<file path="src/pkg/isr_pkg.sv">
// isr_pkg: constants, command codes and carrier types for the instrument status block.
// assumes a single clock domain; all event sources are produced by logic on that clock.
package isr_pkg;

	localparam int EV_W = 8;
	localparam int COND_W = 16;

	// sync/error event bit positions
	localparam int SE_OPC = 0;
	localparam int SE_REQ_CTRL = 1;
	localparam int SE_QUERY = 2;
	localparam int SE_DEVICE = 3;
	localparam int SE_EXEC = 4;
	localparam int SE_COMMAND = 5;
	localparam int SE_PWR_ON = 7;

	// operation condition bit positions
	localparam int OC_CAL = 0;
	localparam int OC_SETTLE = 1;
	localparam int OC_RANGE = 2;
	localparam int OC_SWEEP = 3;
	localparam int OC_MEAS = 4;
	localparam int OC_WAIT_TRIG = 5;
	localparam int OC_WAIT_ARM = 6;
	localparam int OC_AVG = 8;
	localparam int OC_HARDCOPY = 9;
	localparam int OC_WATERFALL = 11;
	localparam int OC_CAPTURE = 12;
	localparam int OC_PROGRAM = 14;

	// user set: top bit is unimplemented
	localparam int USR_TOP = 15;
	localparam logic [COND_W-1:0] USR_IMPL_MASK = 16'h7fff;

	// summary bit positions in the status byte
	localparam int SB_USER = 0;
	localparam int SB_SYNC = 5;
	localparam int SB_OP = 7;

	// reset values
	localparam logic [EV_W-1:0] SYNC_MASK_RST = 8'h00;
	localparam logic [COND_W-1:0] OP_MASK_RST = 16'h0000;
	localparam logic [COND_W-1:0] USR_MASK_RST = 16'h0000;
	localparam logic [COND_W-1:0] USR_COND_RST = 16'h0000;

	typedef enum logic [3:0] {
		CMD_RD_SYNC_EVENT = 4'h0,
		CMD_WR_SYNC_MASK = 4'h1,
		CMD_RD_SYNC_MASK = 4'h2,
		CMD_RD_OP_COND = 4'h3,
		CMD_RD_OP_EVENT = 4'h4,
		CMD_WR_OP_MASK = 4'h5,
		CMD_RD_OP_MASK = 4'h6,
		CMD_WR_USER_COND = 4'h7,
		CMD_RD_USER_COND = 4'h8,
		CMD_USER_PULSE = 4'h9,
		CMD_RD_USER_EVENT = 4'ha,
		CMD_WR_USER_MASK = 4'hb,
		CMD_RD_USER_MASK = 4'hc,
		CMD_CLEAR_STATUS = 4'hd,
		CMD_RD_STATUS_BYTE = 4'he
	} isr_cmd_op_t;

	typedef enum logic [2:0] {
		MS_PAUSED,
		MS_AVG_DONE,
		MS_WAIT_INIT,
		MS_SETTLE,
		MS_WAIT_ARM,
		MS_WAIT_TRIG,
		MS_RUNNING
	} isr_meas_state_t;

	typedef struct packed {
		isr_cmd_op_t op;
		logic [COND_W-1:0] data;
	} isr_cmd_t;

	typedef struct packed {
		logic opc_cmd;
		logic ops_pending;
		logic addr_only;
		logic bus_ctrl_req;
		logic err_query;
		logic err_device;
		logic err_exec;
		logic err_command;
	} isr_sync_src_t;

	typedef struct packed {
		isr_meas_state_t state;
		logic sweep_cont;
		logic scan_end;
		logic calibrating;
		logic hw_settling;
		logic autoranging;
		logic arm_src_ext;
		logic avg_active;
		logic avg_exp;
		logic avg_count_met;
		logic hardcopy_busy;
		logic wfall_active;
		logic wfall_done;
		logic capture_start;
		logic capture_stop;
		logic prog_running;
	} isr_meas_src_t;

endpackage : isr_pkg

</file>
<file path="src/rtl/isr_event_latch.sv">
// isr_event_latch: per-bit rising-edge event latch with clear.
// assumes cond comes from logic on clk_sys; clr is a one-cycle strobe.
`timescale 1ns/10ps
module isr_event_latch #(
	parameter int W = 8
) (
	input wire logic clk_sys,
	input wire logic arst_n,
	input wire logic [W-1:0] cond,
	input wire logic clr,
	output logic [W-1:0] rise,
	output logic [W-1:0] event_ff
);

	logic [W-1:0] prev_ff;

	for (genvar i = 0; i < W; i++) begin : g_bit
		assign rise[i] = cond[i] & ~prev_ff[i];
		always_ff @(posedge clk_sys or negedge arst_n) begin
			if (!arst_n) begin
				prev_ff[i] <= 1'b0;
				event_ff[i] <= 1'b0;
			end else begin
				prev_ff[i] <= cond[i];
				// a new edge in the clearing cycle is kept
				event_ff[i] <= rise[i] | (event_ff[i] & ~clr);
			end
		end
	end
endmodule : isr_event_latch

</file>
<file path="src/rtl/isr_status_core.sv">
// isr_status_core: sync/error event set, operation status set, user status set and their summaries.
// assumes one command per cycle at most on cmd_valid/cmd, and event sources synchronous to clk_sys.
`timescale 1ns/10ps
module isr_status_core (
	input wire logic clk_sys,
	input wire logic arst_n,
	input wire logic cmd_valid,
	input wire isr_pkg::isr_cmd_t cmd,
	input wire isr_pkg::isr_sync_src_t sync_src,
	input wire isr_pkg::isr_meas_src_t meas_src,
	input wire logic trig_in,
	output logic rsp_valid_ff,
	output logic [isr_pkg::COND_W-1:0] rsp_data_ff,
	output logic [7:0] status_summary_ff,
	output logic [isr_pkg::COND_W-1:0] operation_condition_ff,
	output logic trig_accept_ff
);

	localparam int EW = isr_pkg::EV_W;
	localparam int CW = isr_pkg::COND_W;

	logic pwr_on_ff;
	logic opc_armed_ff;
	logic capture_ff;
	logic [EW-1:0] sync_error_event_mask_ff;
	logic [CW-1:0] op_mask_ff;
	logic [CW-1:0] user_mask_ff;
	logic [CW-1:0] user_pulse_condition_ff;
	logic [CW-1:0] user_strobe_ff;

	logic [EW-1:0] sync_cond;
	logic [EW-1:0] sync_rise;
	logic [EW-1:0] sync_error_event_latch;
	logic [CW-1:0] nxt_op_cond;
	logic [CW-1:0] op_rise;
	logic [CW-1:0] op_event;
	logic [CW-1:0] user_cond;
	logic [CW-1:0] user_rise;
	logic [CW-1:0] user_event;
	logic clr_all;
	logic clr_sync;
	logic clr_op;
	logic clr_user;
	logic opc_fire;
	logic meas_bit;
	logic sweep_bit;
	logic in_sweep_state;
	logic [CW-1:0] nxt_rsp_data;
	logic [7:0] nxt_summary;

	assign clr_all = cmd_valid && cmd.op == isr_pkg::CMD_CLEAR_STATUS;
	assign clr_sync = clr_all || (cmd_valid && cmd.op == isr_pkg::CMD_RD_SYNC_EVENT);
	assign clr_op = clr_all || (cmd_valid && cmd.op == isr_pkg::CMD_RD_OP_EVENT);
	assign clr_user = clr_all || (cmd_valid && cmd.op == isr_pkg::CMD_RD_USER_EVENT);

	// sync / error set
	// power-on condition is high during reset and in the first cycle after reset release
	always_ff @(posedge clk_sys or negedge arst_n) begin
		if (!arst_n) begin
			pwr_on_ff <= 1'b1;
		end else begin
			pwr_on_ff <= 1'b0;
		end
	end

	assign opc_fire = opc_armed_ff && !sync_src.ops_pending;

	// operation-complete waits until every overlapped command is done
	always_ff @(posedge clk_sys or negedge arst_n) begin
		if (!arst_n) begin
			opc_armed_ff <= 1'b0;
		end else if (sync_src.opc_cmd) begin
			opc_armed_ff <= 1'b1;
		end else if (opc_fire || clr_all) begin
			opc_armed_ff <= 1'b0;
		end
	end

	always_comb begin
		sync_cond = '0;
		sync_cond[isr_pkg::SE_OPC] = opc_fire;
		sync_cond[isr_pkg::SE_REQ_CTRL] = sync_src.addr_only && sync_src.bus_ctrl_req;
		sync_cond[isr_pkg::SE_QUERY] = sync_src.err_query;
		sync_cond[isr_pkg::SE_DEVICE] = sync_src.err_device;
		sync_cond[isr_pkg::SE_EXEC] = sync_src.err_exec;
		sync_cond[isr_pkg::SE_COMMAND] = sync_src.err_command;
		sync_cond[isr_pkg::SE_PWR_ON] = pwr_on_ff;
	end

	// no condition or transition register is kept for this set
	isr_event_latch #(.W(EW)) u_sync_latch (
		.clk_sys(clk_sys),
		.arst_n(arst_n),
		.cond(sync_cond),
		.clr(clr_sync),
		.rise(sync_rise),
		.event_ff(sync_error_event_latch)
	);

	always_ff @(posedge clk_sys or negedge arst_n) begin
		if (!arst_n) begin
			sync_error_event_mask_ff <= isr_pkg::SYNC_MASK_RST;
		end else if (cmd_valid && cmd.op == isr_pkg::CMD_WR_SYNC_MASK) begin
			sync_error_event_mask_ff <= cmd.data[EW-1:0];
		end
	end

	// operation status set
	assign in_sweep_state = meas_src.state inside {isr_pkg::MS_SETTLE, isr_pkg::MS_WAIT_ARM,
		isr_pkg::MS_WAIT_TRIG, isr_pkg::MS_RUNNING};
	// measuring covers the abort-to-arm/trigger waits and the single-sweep init wait
	assign meas_bit = (in_sweep_state || meas_src.state == isr_pkg::MS_WAIT_INIT)
		&& !meas_src.scan_end;
	assign sweep_bit = meas_src.sweep_cont ? meas_bit : (in_sweep_state && !meas_src.scan_end);

	always_ff @(posedge clk_sys or negedge arst_n) begin
		if (!arst_n) begin
			capture_ff <= 1'b0;
		end else if (meas_src.capture_start) begin
			capture_ff <= 1'b1;
		end else if (meas_src.capture_stop) begin
			capture_ff <= 1'b0;
		end
	end

	always_comb begin
		nxt_op_cond = '0;
		nxt_op_cond[isr_pkg::OC_CAL] = meas_src.calibrating;
		nxt_op_cond[isr_pkg::OC_SETTLE] = meas_src.hw_settling;
		nxt_op_cond[isr_pkg::OC_RANGE] = meas_src.autoranging;
		nxt_op_cond[isr_pkg::OC_SWEEP] = sweep_bit;
		nxt_op_cond[isr_pkg::OC_MEAS] = meas_bit;
		nxt_op_cond[isr_pkg::OC_WAIT_TRIG] = meas_src.state == isr_pkg::MS_WAIT_TRIG;
		nxt_op_cond[isr_pkg::OC_WAIT_ARM] = meas_src.arm_src_ext
			&& meas_src.state == isr_pkg::MS_WAIT_ARM;
		// exponential averaging holds until the count is met, then mirrors measuring
		nxt_op_cond[isr_pkg::OC_AVG] = meas_src.avg_exp
			? (!meas_src.avg_count_met || meas_bit) : meas_src.avg_active;
		nxt_op_cond[isr_pkg::OC_HARDCOPY] = meas_src.hardcopy_busy;
		nxt_op_cond[isr_pkg::OC_WATERFALL] = meas_src.wfall_active
			&& (!meas_src.wfall_done || meas_bit);
		nxt_op_cond[isr_pkg::OC_CAPTURE] = capture_ff;
		nxt_op_cond[isr_pkg::OC_PROGRAM] = meas_src.prog_running;
	end

	always_ff @(posedge clk_sys or negedge arst_n) begin
		if (!arst_n) begin
			operation_condition_ff <= '0;
		end else begin
			operation_condition_ff <= nxt_op_cond;
		end
	end

	// triggers are only honoured once the waiting bit is visible to software
	always_ff @(posedge clk_sys or negedge arst_n) begin
		if (!arst_n) begin
			trig_accept_ff <= 1'b0;
		end else begin
			trig_accept_ff <= trig_in && operation_condition_ff[isr_pkg::OC_WAIT_TRIG];
		end
	end

	isr_event_latch #(.W(CW)) u_op_latch (
		.clk_sys(clk_sys),
		.arst_n(arst_n),
		.cond(operation_condition_ff),
		.clr(clr_op),
		.rise(op_rise),
		.event_ff(op_event)
	);

	always_ff @(posedge clk_sys or negedge arst_n) begin
		if (!arst_n) begin
			op_mask_ff <= isr_pkg::OP_MASK_RST;
		end else if (cmd_valid && cmd.op == isr_pkg::CMD_WR_OP_MASK) begin
			op_mask_ff <= cmd.data;
		end
	end

	// user status set
	always_ff @(posedge clk_sys or negedge arst_n) begin
		if (!arst_n) begin
			user_pulse_condition_ff <= isr_pkg::USR_COND_RST;
		end else if (cmd_valid && cmd.op == isr_pkg::CMD_WR_USER_COND) begin
			user_pulse_condition_ff <= cmd.data & isr_pkg::USR_IMPL_MASK;
		end
	end

	// one-cycle strobe: bits rest at zero between pulse commands
	always_ff @(posedge clk_sys or negedge arst_n) begin
		if (!arst_n) begin
			user_strobe_ff <= '0;
		end else if (cmd_valid && cmd.op == isr_pkg::CMD_USER_PULSE) begin
			user_strobe_ff <= cmd.data & isr_pkg::USR_IMPL_MASK;
		end else begin
			user_strobe_ff <= '0;
		end
	end

	assign user_cond = user_pulse_condition_ff | user_strobe_ff;

	// fixed rising-only transition filter; falling edges never latch
	isr_event_latch #(.W(CW)) u_user_latch (
		.clk_sys(clk_sys),
		.arst_n(arst_n),
		.cond(user_cond),
		.clr(clr_user),
		.rise(user_rise),
		.event_ff(user_event)
	);

	always_ff @(posedge clk_sys or negedge arst_n) begin
		if (!arst_n) begin
			user_mask_ff <= isr_pkg::USR_MASK_RST;
		end else if (cmd_valid && cmd.op == isr_pkg::CMD_WR_USER_MASK) begin
			user_mask_ff <= cmd.data & isr_pkg::USR_IMPL_MASK;
		end
	end

	// summaries
	always_comb begin
		nxt_summary = '0;
		nxt_summary[isr_pkg::SB_USER] = |(user_event & user_mask_ff);
		nxt_summary[isr_pkg::SB_SYNC] = |(sync_error_event_latch & sync_error_event_mask_ff);
		nxt_summary[isr_pkg::SB_OP] = |(op_event & op_mask_ff);
	end

	always_ff @(posedge clk_sys or negedge arst_n) begin
		if (!arst_n) begin
			status_summary_ff <= '0;
		end else begin
			status_summary_ff <= nxt_summary;
		end
	end

	// command answers
	always_comb begin
		nxt_rsp_data = '0;
		unique case (cmd.op)
			isr_pkg::CMD_RD_SYNC_EVENT: nxt_rsp_data = {8'h00, sync_error_event_latch};
			isr_pkg::CMD_RD_SYNC_MASK: nxt_rsp_data = {8'h00, sync_error_event_mask_ff};
			isr_pkg::CMD_RD_OP_COND: nxt_rsp_data = operation_condition_ff;
			isr_pkg::CMD_RD_OP_EVENT: nxt_rsp_data = op_event;
			isr_pkg::CMD_RD_OP_MASK: nxt_rsp_data = op_mask_ff;
			isr_pkg::CMD_RD_USER_COND: nxt_rsp_data = '0;
			isr_pkg::CMD_RD_USER_EVENT: nxt_rsp_data = user_event & isr_pkg::USR_IMPL_MASK;
			isr_pkg::CMD_RD_USER_MASK: nxt_rsp_data = user_mask_ff;
			isr_pkg::CMD_RD_STATUS_BYTE: nxt_rsp_data = {8'h00, status_summary_ff};
			isr_pkg::CMD_WR_SYNC_MASK, isr_pkg::CMD_WR_OP_MASK, isr_pkg::CMD_WR_USER_COND,
			isr_pkg::CMD_USER_PULSE, isr_pkg::CMD_WR_USER_MASK,
			isr_pkg::CMD_CLEAR_STATUS: nxt_rsp_data = '0;
			default: nxt_rsp_data = '0;
		endcase
	end

	// every command is acknowledged one cycle later; writes answer zero
	always_ff @(posedge clk_sys or negedge arst_n) begin
		if (!arst_n) begin
			rsp_valid_ff <= 1'b0;
			rsp_data_ff <= '0;
		end else begin
			rsp_valid_ff <= cmd_valid;
			rsp_data_ff <= cmd_valid ? nxt_rsp_data : '0;
		end
	end
endmodule : isr_status_core

</file>
<file path="config.mk">
export PLATFORM = sky130hd
export DESIGN_NAME = isr_status_core
export DESIGN_NICKNAME = d
export VERILOG_FILES = /design/src/pkg/isr_pkg.sv /design/src/rtl/isr_event_latch.sv /design/src/rtl/isr_status_core.sv
export SDC_FILE = /design/constraint.sdc
export NUM_CORES = 1
export LEC_CHECK = 0
export CORE_MARGIN = 2
export CORE_UTILIZATION = 40
export DETAILED_ROUTE_END_ITERATION = 8
export DONT_BUFFER_PORTS = 1
export SLEW_MARGIN = 5
export SYNTH_ARGS = -nofsm -noshare
export SYNTH_HDL_FRONTEND = slang
export SYNTH_SLANG_ARGS = --single-unit
</file>
<file path="constraint.sdc">
create_clock -name clk_sys -period 1.3 [get_ports clk_sys]
set_input_delay 0.26 -clock clk_sys [delete_from_list [all_inputs] [get_ports clk_sys]]
set_output_delay 0.26 -clock clk_sys [all_outputs]
set_load 0.01 [all_outputs]
</file>
==> results of run 1 <==
-- state kept, by name, indices dropped and copies added (netlist names) --
signal	flops
u_op_latch.event_ff	16
user_strobe_ff	15
sync_error_event_mask_ff	8
rsp_data_ff	16
pwr_on_ff	1
opc_armed_ff	1
u_sync_latch.event_ff	8
rsp_valid_ff	1
u_op_latch.prev_ff	12
capture_ff	1
status_summary_ff	3
trig_accept_ff	1
user_pulse_condition_ff	15
op_mask_ff	16
u_sync_latch.prev_ff	7
u_user_latch.prev_ff	15
user_mask_ff	15
operation_condition_ff	12
u_user_latch.event_ff	15
-- how the worst min path moves through the flow --
stage                     cells past startpoint  slack (ns)                          end  startpoint
final                                         0       -0.48      u_sync_latch.prev_ff[1]      arst_n
after global placement                        0       -0.03      u_sync_latch.prev_ff[1]      arst_n
after floorplan                               0       -0.04                   capture_ff      arst_n
after global routing                          0       -0.51      u_sync_latch.prev_ff[1]      arst_n
after detailed placement                      0       -0.03      u_sync_latch.prev_ff[1]      arst_n
after CTS                                     0       -0.50  sync_error_event_mask_ff[7]      arst_n
-- worst reg2reg max path: cells and delay by family (launching register included) --
family                 cells  cell delay (ns)
and+or+nand+nor            1             0.38
DFF                        1             0.35
AOI/OAI and AO/OA          3             0.34
buffers and inverters      1             0.14
-- placed cells by master, fill, tap and decap left out, types with 6 or more instances in the layout --
| master | synthesis | final |
|---|---|---|
| buf_4 | 13 | 47 |
| buf_12 | 0 | 7 |
| clkbuf_16 | 0 | 17 |
| nor2_1 | 22 | 22 |
| dlygate4sd3_1 | 0 | 42 |
| conb_1 | 1 | 10 |
| o21ai_0 | 34 | 34 |
| mux2_4 | 0 | 11 |
| and2_1 | 22 | 22 |
| dfrtp_1 | 177 | 176 |
| inv_1 | 37 | 37 |
| mux2_2 | 59 | 48 |
| a22o_1 | 12 | 12 |
| a21oi_1 | 13 | 11 |
| a22oi_1 | 28 | 28 |
| a31oi_1 | 6 | 6 |
| nand2_1 | 40 | 40 |
| a222oi_1 | 9 | 9 |
-- power groups by stage --
stage	Combinational [W]	Clock [W]	Sequential, W
6_report	0.00163	0.00490	0.00700
3_5_place_dp	0.00147	0	0.00708
4_1_cts	0.00163	0.00500	0.00698
3_3_place_gp	0.00142	0	0.00706
5_1_grt	0.00180	0.00527	0.00707
2_1_floorplan	0.00108	0	0.00680
-- cell families (layout without fill, tap and decap cells) --
| logic type | after synthesis | after routing | synth area share, % |
|---|---|---|---|
| DFF | 178 | 178 | 64.2 |
| other | 1 | 10 | 0.0541 |
| buffers and inverters | 64 | 166 | 4.56 |
| xor gates and xnor gates | 1 | 1 | 0.126 |
| muxes | 62 | 62 | 10.0 |
| AOI/OAI and AO/OA | 116 | 116 | 11.6 |
| and+or+nand+nor | 121 | 121 | 9.47 |
-- repair_timing --
action | 4_1_cts | 5_1_grt
buffers inserted | 2 | 0
hold buffers | 42 | 1
endpoints found under the setup margin | 2 | 4
resized for setup | 1 | 8
hold endpoints to repair | 273 | 179
pin swaps | 0 | 2
-- cells in the mapped netlist, types with 10 or more instances --
master	instances
a21oi_1	13
a22o_1	12
a22oi_1	28
and2_1	22
buf_2	10
buf_4	13
dfrtp_1	177
inv_1	37
mux2_2	59
nand2_1	40
nor2_1	22
o21ai_0	34
-- routing by layer --
metal | vias to the layer above | global-route usage (%) | wire length (um)
met2 | 133 | 32.2 | 8510
met1 | 2356 | 26.8 | 7640
met5 | - | 0 | 0
met4 | 0 | 7.58 | 452
li1 | 2096 | - | -
met3 | 22 | 4.26 | 827
-- metrics by stage --
stage | TNS, ns | worst slack [ns]
6_report | 0 | 0.0221
5_1_grt | -0.0339 | -0.0316
4_1_cts | 0 | 0.00482
3_5_place_dp | -1.09 | -0.106
3_3_place_gp | -0.542 | -0.0792
2_1_floorplan | -0.825 | -0.0504
-- cell type report --
cell class	count	area, um^2	area share [%]
Inverter	37	139	1.61
Sequential cell	178	4460	51.5
Clock buffer	19	433	5.01
Multi-Input combinational cell	310	2290	26.5
Timing Repair Buffer	97	925	10.7
Clock inverter	13	125	1.45
Tap cell	225	282	3.26
==> results.rst, run 1 <==
.. list-table::
   :header-rows: 1

   * - Metric
     - Value
   * - Via-per-instance ratio
     - 5.24
   * - Vias after detailed routing
     - 4607
   * - Cell type with the highest aggregate area in the netlist
     - dfrtp_1
   * - Total core area
     - 17100 um^2
   * - Instance count of the mapped netlist
     - 543
   * - Combinational power share
     - 12.1%
   * - Worst ir drop on vdd
     - 0.00146 V
   * - Number of top-level design ports
     - 92
   * - Final count of pins violating max slew
     - 0
   * - Clk root buf
     - clkbuf_16
   * - Net switching share of the total power
     - 26.3%
   * - Deepest level of the CTS H-tree
     - 4
   * - Relative slew slack
     - 66.6%
   * - Die W
     - 136 um
   * - Category of cells accounting for the largest share of critical-path delay
     - flip-flops
   * - Crit end category
     - output pin
   * - Bufs on Longest Clock Path
     - 2
   * - Count of buffer and inverter cells on the critical path
     - 1
   * - Internal power consumption
     - 0.00997 W
   * - Antenna-violating nets left
     - 0
   * - Die boundary height
     - 136 um
   * - Number of enable flip-flop cells after synthesis
     - 0
   * - Initial cell density of the core
     - 40.5%
   * - Required time of the critical path
     - 1.04 ns
   * - Top cell type's share of synthesized area
     - 63.8%
   * - Period utilization
     - 98.3%
   * - Synth Register Bits
     - 178
   * - Switching power total
     - 0.00357 W
   * - Final HPWL DP
     - 12400 um
   * - Violated checks
     - negative hold slack
   * - Critical path launch point type
     - flip-flop
   * - Clock-pin slew of the registers on the worst-case setup and hold paths
     - 0.07 ns
   * - Delay of the slowest cell on the worst path
     - 0.41 ns
   * - R2R cell count
     - 5
   * - NumNets Final
     - 691
   * - Total stage count of the critical path
     - 1
   * - Post-Syn Area per Cell
     - 12.8 um^2
   * - Reported leakage power
     - 4.02 nW
   * - Site Rows
     - 48
   * - Final setup violation count
     - 0
   * - Final Hold Viols
     - 178
   * - Run status
     - complete, but fails checks
   * - Area delta synth->final
     - 24.7%
   * - Reg-to-reg startpoint
     - u_sync_latch.event_ff[2]
   * - Worst Setup SP
     - operation_condition_ff[4]
   * - Max capacitance violation total
     - 0
   * - Reg2Reg Capture Point
     - rsp_data_ff[2]
   * - Initial detailed-routing violation count
     - 412
   * - DR pass1 iterations
     - 5
   * - Number of buffers inserted by port buffering
     - 0
   * - FMAX
     - 783 MHz
   * - Average wire per cell in the routed design
     - 19.8 um
   * - Worst reg-to-reg setup slack
     - 0.03 ns
   * - Antenna violations before repair
     - 0
   * - Area contributors post-synth
     - dfrtp_1 64%, mux2_2 9.6%, a22oi_1 3.0%
   * - Total instance count after detailed placement
     - 803
   * - Layout cell share with drive strength beyond 1
     - 25.2%
   * - Highest fanout seen on the critical path
     - 3
   * - Number of warning messages in the yosys log
     - 0
   * - Detailed-route wire length
     - 17400 um
   * - Minimum clock period
     - 1.28 ns
   * - Worst Clk Skew
     - 0.00826 ns
   * - Remaining DRCs
     - 0
   * - Crit-path cells
     - buf_4
   * - Total power draw
     - 0.0135 W
   * - Core occupancy in the finished layout
     - 50.5%
   * - Die Area
     - 18400 um^2
   * - Post-Syn Area
     - 6940 um^2
   * - Transition at the pin with the smallest max-transition slack
     - 0.501 ns
   * - Sequential area share after synthesis
     - 64.2%
   * - Fraction of power consumed by sequential logic
     - 51.7%
   * - CTS tree
     - done
   * - Largest net degree at the start of global routing
     - 179
   * - Cell area reported after detailed placement
     - 7610 um^2
   * - RSZ-0062 raised after global routing
     - yes
   * - GRT Overall Usage
     - 20.0%
   * - Global placer's final weighted congestion
     - 0.851
   * - Async SR Flop Fraction
     - 100%
   * - Layout filler cell count
     - 1517
   * - WP data arrival
     - 1.02 ns
   * - Hold Crit Class
     - in2async
   * - Cell area after layout
     - 8650 um^2
   * - Power Density
     - 1570 nW/um^2
   * - Worst slack on hold paths
     - -0.479 ns
   * - Proportion of power drawn by the clock network
     - 36.2%
   * - Clock buffers created by TritonCTS
     - 17
   * - First-pass GRT wire length
     - 27000 um
   * - CP Capture Point
     - operation_condition_ff[4]
   * - Max stage delay cell, worst path
     - dfrtp_1
   * - Via count of the first global-routing pass
     - 4631
   * - Remaining Overflow, GRT
     - 0
   * - Final antenna diode count
     - 0
   * - Distinct cell type count of the synthesized netlist
     - 47
   * - Classification of the worst setup path
     - reg2out
   * - Clock Sink Count
     - 178
   * - Count of placed standard cells in the final layout, fillers left out
     - 879
   * - Main flop type after synthesis
     - dfrtp_1
   * - Clock latency reported for the late side of the worst-skew pair
     - 0.43 ns
Note: power is estimated with default switching activity, not from simulation.
==> run 2: changes to the inputs <==
Settings changed: REMOVE_ABC_BUFFERS from default to 1.
==> run 2 against run 1 <==
Net effect: the flow still finishes with violations (negative hold slack); die area is the same; non-clock buffer count shrank 5; utilization shrank 0.29 points; maximum frequency shrank 0.65%; via count shrank 0.39%; sequential power shrank 0.9%; global-route usage grew 0.050 points; clock power grew 11%; worst hold slack lost 0.0041 ns; clock skew grew 0.0057 ns; critical path depth is the same; count of clock-buffer cells in the layout grew 1.
==> results.rst, run 2 (same netlist as run 1, synthesis figures left out) <==
.. list-table::
   :header-rows: 1

   * - Metric
     - Value
   * - Initial detailed-routing violation count
     - 408 (-0.97%)
   * - Smallest setup slack after layout
     - 0.0138 ns (-0.00836 ns)
   * - Number of top-level design ports
     - 92 (unchanged)
   * - Cell area reported after detailed placement
     - 7480 um^2 (-1.8%)
   * - Run status
     - complete, but fails checks
   * - Clock buffers created by TritonCTS
     - 17 (unchanged)
   * - Count of buffer and inverter cells on the critical path
     - 1 (unchanged)
   * - FMAX
     - 777 MHz (-0.65%)
   * - Remaining DRCs
     - 0 (unchanged)
   * - Die boundary height
     - 136 um (unchanged)
   * - Classification of the worst setup path
     - reg2out
   * - Die W
     - 136 um (unchanged)
   * - WP data arrival
     - 1.03 ns (about the same)
   * - Total core area
     - 17100 um^2 (unchanged)
   * - Violated checks
     - negative hold slack
   * - Worst Setup Slack post-DPL
     - -0.148 ns (-0.0423 ns)
   * - Max capacitance violation total
     - 0 (unchanged)
   * - Clock Sink Count
     - 178 (unchanged)
   * - Initial cell density of the core
     - 40.5% (unchanged)
   * - Buffers inserted during post-CTS setup optimization
     - 0 (-2)
   * - Clock latency reported for the late side of the worst-skew pair
     - 0.44 ns (about the same)
   * - Antenna-violating nets left
     - 0 (unchanged)
   * - Critical path launch point type
     - flip-flop
   * - Worst slack on hold paths
     - -0.484 ns (-0.00414 ns)
   * - Average wire per cell in the routed design
     - 19.8 um (-0.29%)
   * - Via-per-instance ratio
     - 5.24 (about the same)
   * - Vias after detailed routing
     - 4589 (-0.39%)
   * - Largest registers
     - op_mask_ff x16, rsp_data_ff x16, u_op_latch.event_ff x16
   * - Commonest non-fill, non-tap cell in the layout
     - dfrtp_1
   * - Number of buffers inserted by port buffering
     - 0 (unchanged)
   * - Crit end category
     - output pin
   * - Area delta synth->final
     - 23.9%
   * - Power Density
     - 1620 nW/um^2 (+3.2%)
   * - DR pass1 iterations
     - 7 (+2)
   * - Via count of the first global-routing pass
     - 4823 (+4.1%)
   * - RSZ-0062 raised after global routing
     - yes
   * - Max stage delay cell, worst path
     - dfrtp_1
   * - First-pass GRT wire length
     - 27000 um (-0.18%)
   * - Cell area after layout
     - 8600 um^2 (-0.58%)
   * - Minimum clock period
     - 1.29 ns (+0.00836 ns)
   * - Site Rows
     - 48 (unchanged)
   * - Count of placed standard cells in the final layout, fillers left out
     - 875 (-0.46%)
   * - Final Hold Viols
     - 178 (unchanged)
   * - Final setup violation count
     - 0 (unchanged)
   * - Global placer's final weighted congestion
     - 0.842 (-1.1%)
   * - Clk root buf
     - clkbuf_16
   * - Largest net degree at the start of global routing
     - 179 (unchanged)
   * - Reported leakage power
     - 3.98 nW (-0.94%)
   * - Required time of the critical path
     - 1.04 ns (about the same)
   * - Bufs on Longest Clock Path
     - 2 (unchanged)
   * - Category of cells accounting for the largest share of critical-path delay
     - flip-flops
   * - Worst ir drop on vdd
     - 0.00101 V (-31%)
   * - Final count of pins violating max slew
     - 0 (unchanged)
   * - Layout filler cell count
     - 1502 (-0.99%)
   * - Most frequent cells in the layout
     - 177 x dfrtp_1, 59 x mux2_2, 45 x dlygate4sd3_1
   * - Crit-path cells
     - buf_6
   * - Highest fanout seen on the critical path
     - 3 (unchanged)
   * - Layout cell share with drive strength beyond 1
     - 23.4% (-1.8 points)
   * - CTS tree
     - done
   * - Remaining Overflow, GRT
     - 0 (unchanged)
   * - Final HPWL DP
     - 11900 um (-3.7%)
   * - Detailed-route wire length
     - 17300 um (-0.74%)
   * - GRT Overall Usage
     - 20.1% (+0.050 points)
   * - Die Area
     - 18400 um^2 (unchanged)
   * - Period utilization
     - 98.9% (+0.64 points)
   * - Worst Clk Skew
     - 0.0140 ns (+0.00572 ns)
   * - Clock-pin slew of the registers on the worst-case setup and hold paths
     - 0.07 ns (about the same)
   * - Hold Crit Class
     - in2async
   * - Total of hold buffers inserted after clock tree synthesis
     - 45 (+7.1%)
   * - Antenna violations before repair
     - 0 (unchanged)
   * - Total instance count after detailed placement
     - 797 (-0.75%)
   * - NumNets Final
     - 686 (-0.72%)
   * - Deepest level of the CTS H-tree
     - 4 (unchanged)
   * - Delay of the slowest cell on the worst path
     - 0.44 ns (+0.03 ns)
==> run 2: path summary, 6_finish.rpt <==
| kind | slack [ns] | startpoint | to | cells after the start |
|---|---|---|---|---|
| max in group asynchronous | 1.36 | arst_n | pwr_on_ff | 0 |
| worst max register to register | 0.04 | operation_condition_ff[6] | rsp_data_ff[6] | 4 |
| worst min-delay path | -0.48 | arst_n | user_strobe_ff[2] | 0 |
| worst min register to register | 0.38 | capture_ff | operation_condition_ff[12] | 0 |
| min in group clk_sys | 0.07 | cmd[16] | rsp_data_ff[2] | 3 |
| worst max-delay path | 0.01 | operation_condition_ff[6] | operation_condition_ff[6] | 1 |
==> run 2: layer usage <==
| metal | routed length, um | track usage [%] |
|---|---|---|
| met1 | 7320 | 26.2 |
| met2 | 8380 | 31.3 |
| met3 | 1220 | 6.36 |
| met4 | 372 | 7.99 |
| met5 | 0 | 0 |
==> run 2: layout make-up <==
| cell class | instances | area (um^2) | share of cell area [%] |
|---|---|---|---|
| Sequential cell | 178 | 4460 | 51.8 |
| Multi-Input combinational cell | 310 | 2230 | 25.9 |
| Timing Repair Buffer | 92 | 868 | 10.1 |
| Clock buffer | 20 | 447 | 5.19 |
| Tap cell | 225 | 282 | 3.27 |
| Clock inverter | 12 | 179 | 2.08 |
| Inverter | 37 | 139 | 1.62 |
| Antenna cell | 1 | 2.50 | 0.0291 |
==> run 2: per-stage QoR <==
step	setup TNS, ns	util [%]	power [W]
after detailed placement	-4.45	43.7	0.00837
after global routing	-0.0239	50.2	0.0145
after global placement	-3.70	43.7	0.00828
after CTS	-0.000237	50.0	0.0140
final	0	50.2	0.0139
after floorplan	-1.66	-	0.00776
==> run 2: timing repair <==
item / 4_1_cts / 5_1_grt
pin swaps: 0 / 0
endpoints found under the hold margin: 273 / 178
resized for setup: 2 / 6
endpoints found under the setup margin: 2 / 7
==> run 2: power breakdown <==
group / leakage, nW / internal [W] / switching (W) / total, W
clock network: 0.297 / 0.00328 / 0.00215 / 0.00543
logic: 1.54 / 0.000863 / 0.000660 / 0.00152
registers: 2.14 / 0.00632 / 0.000611 / 0.00694
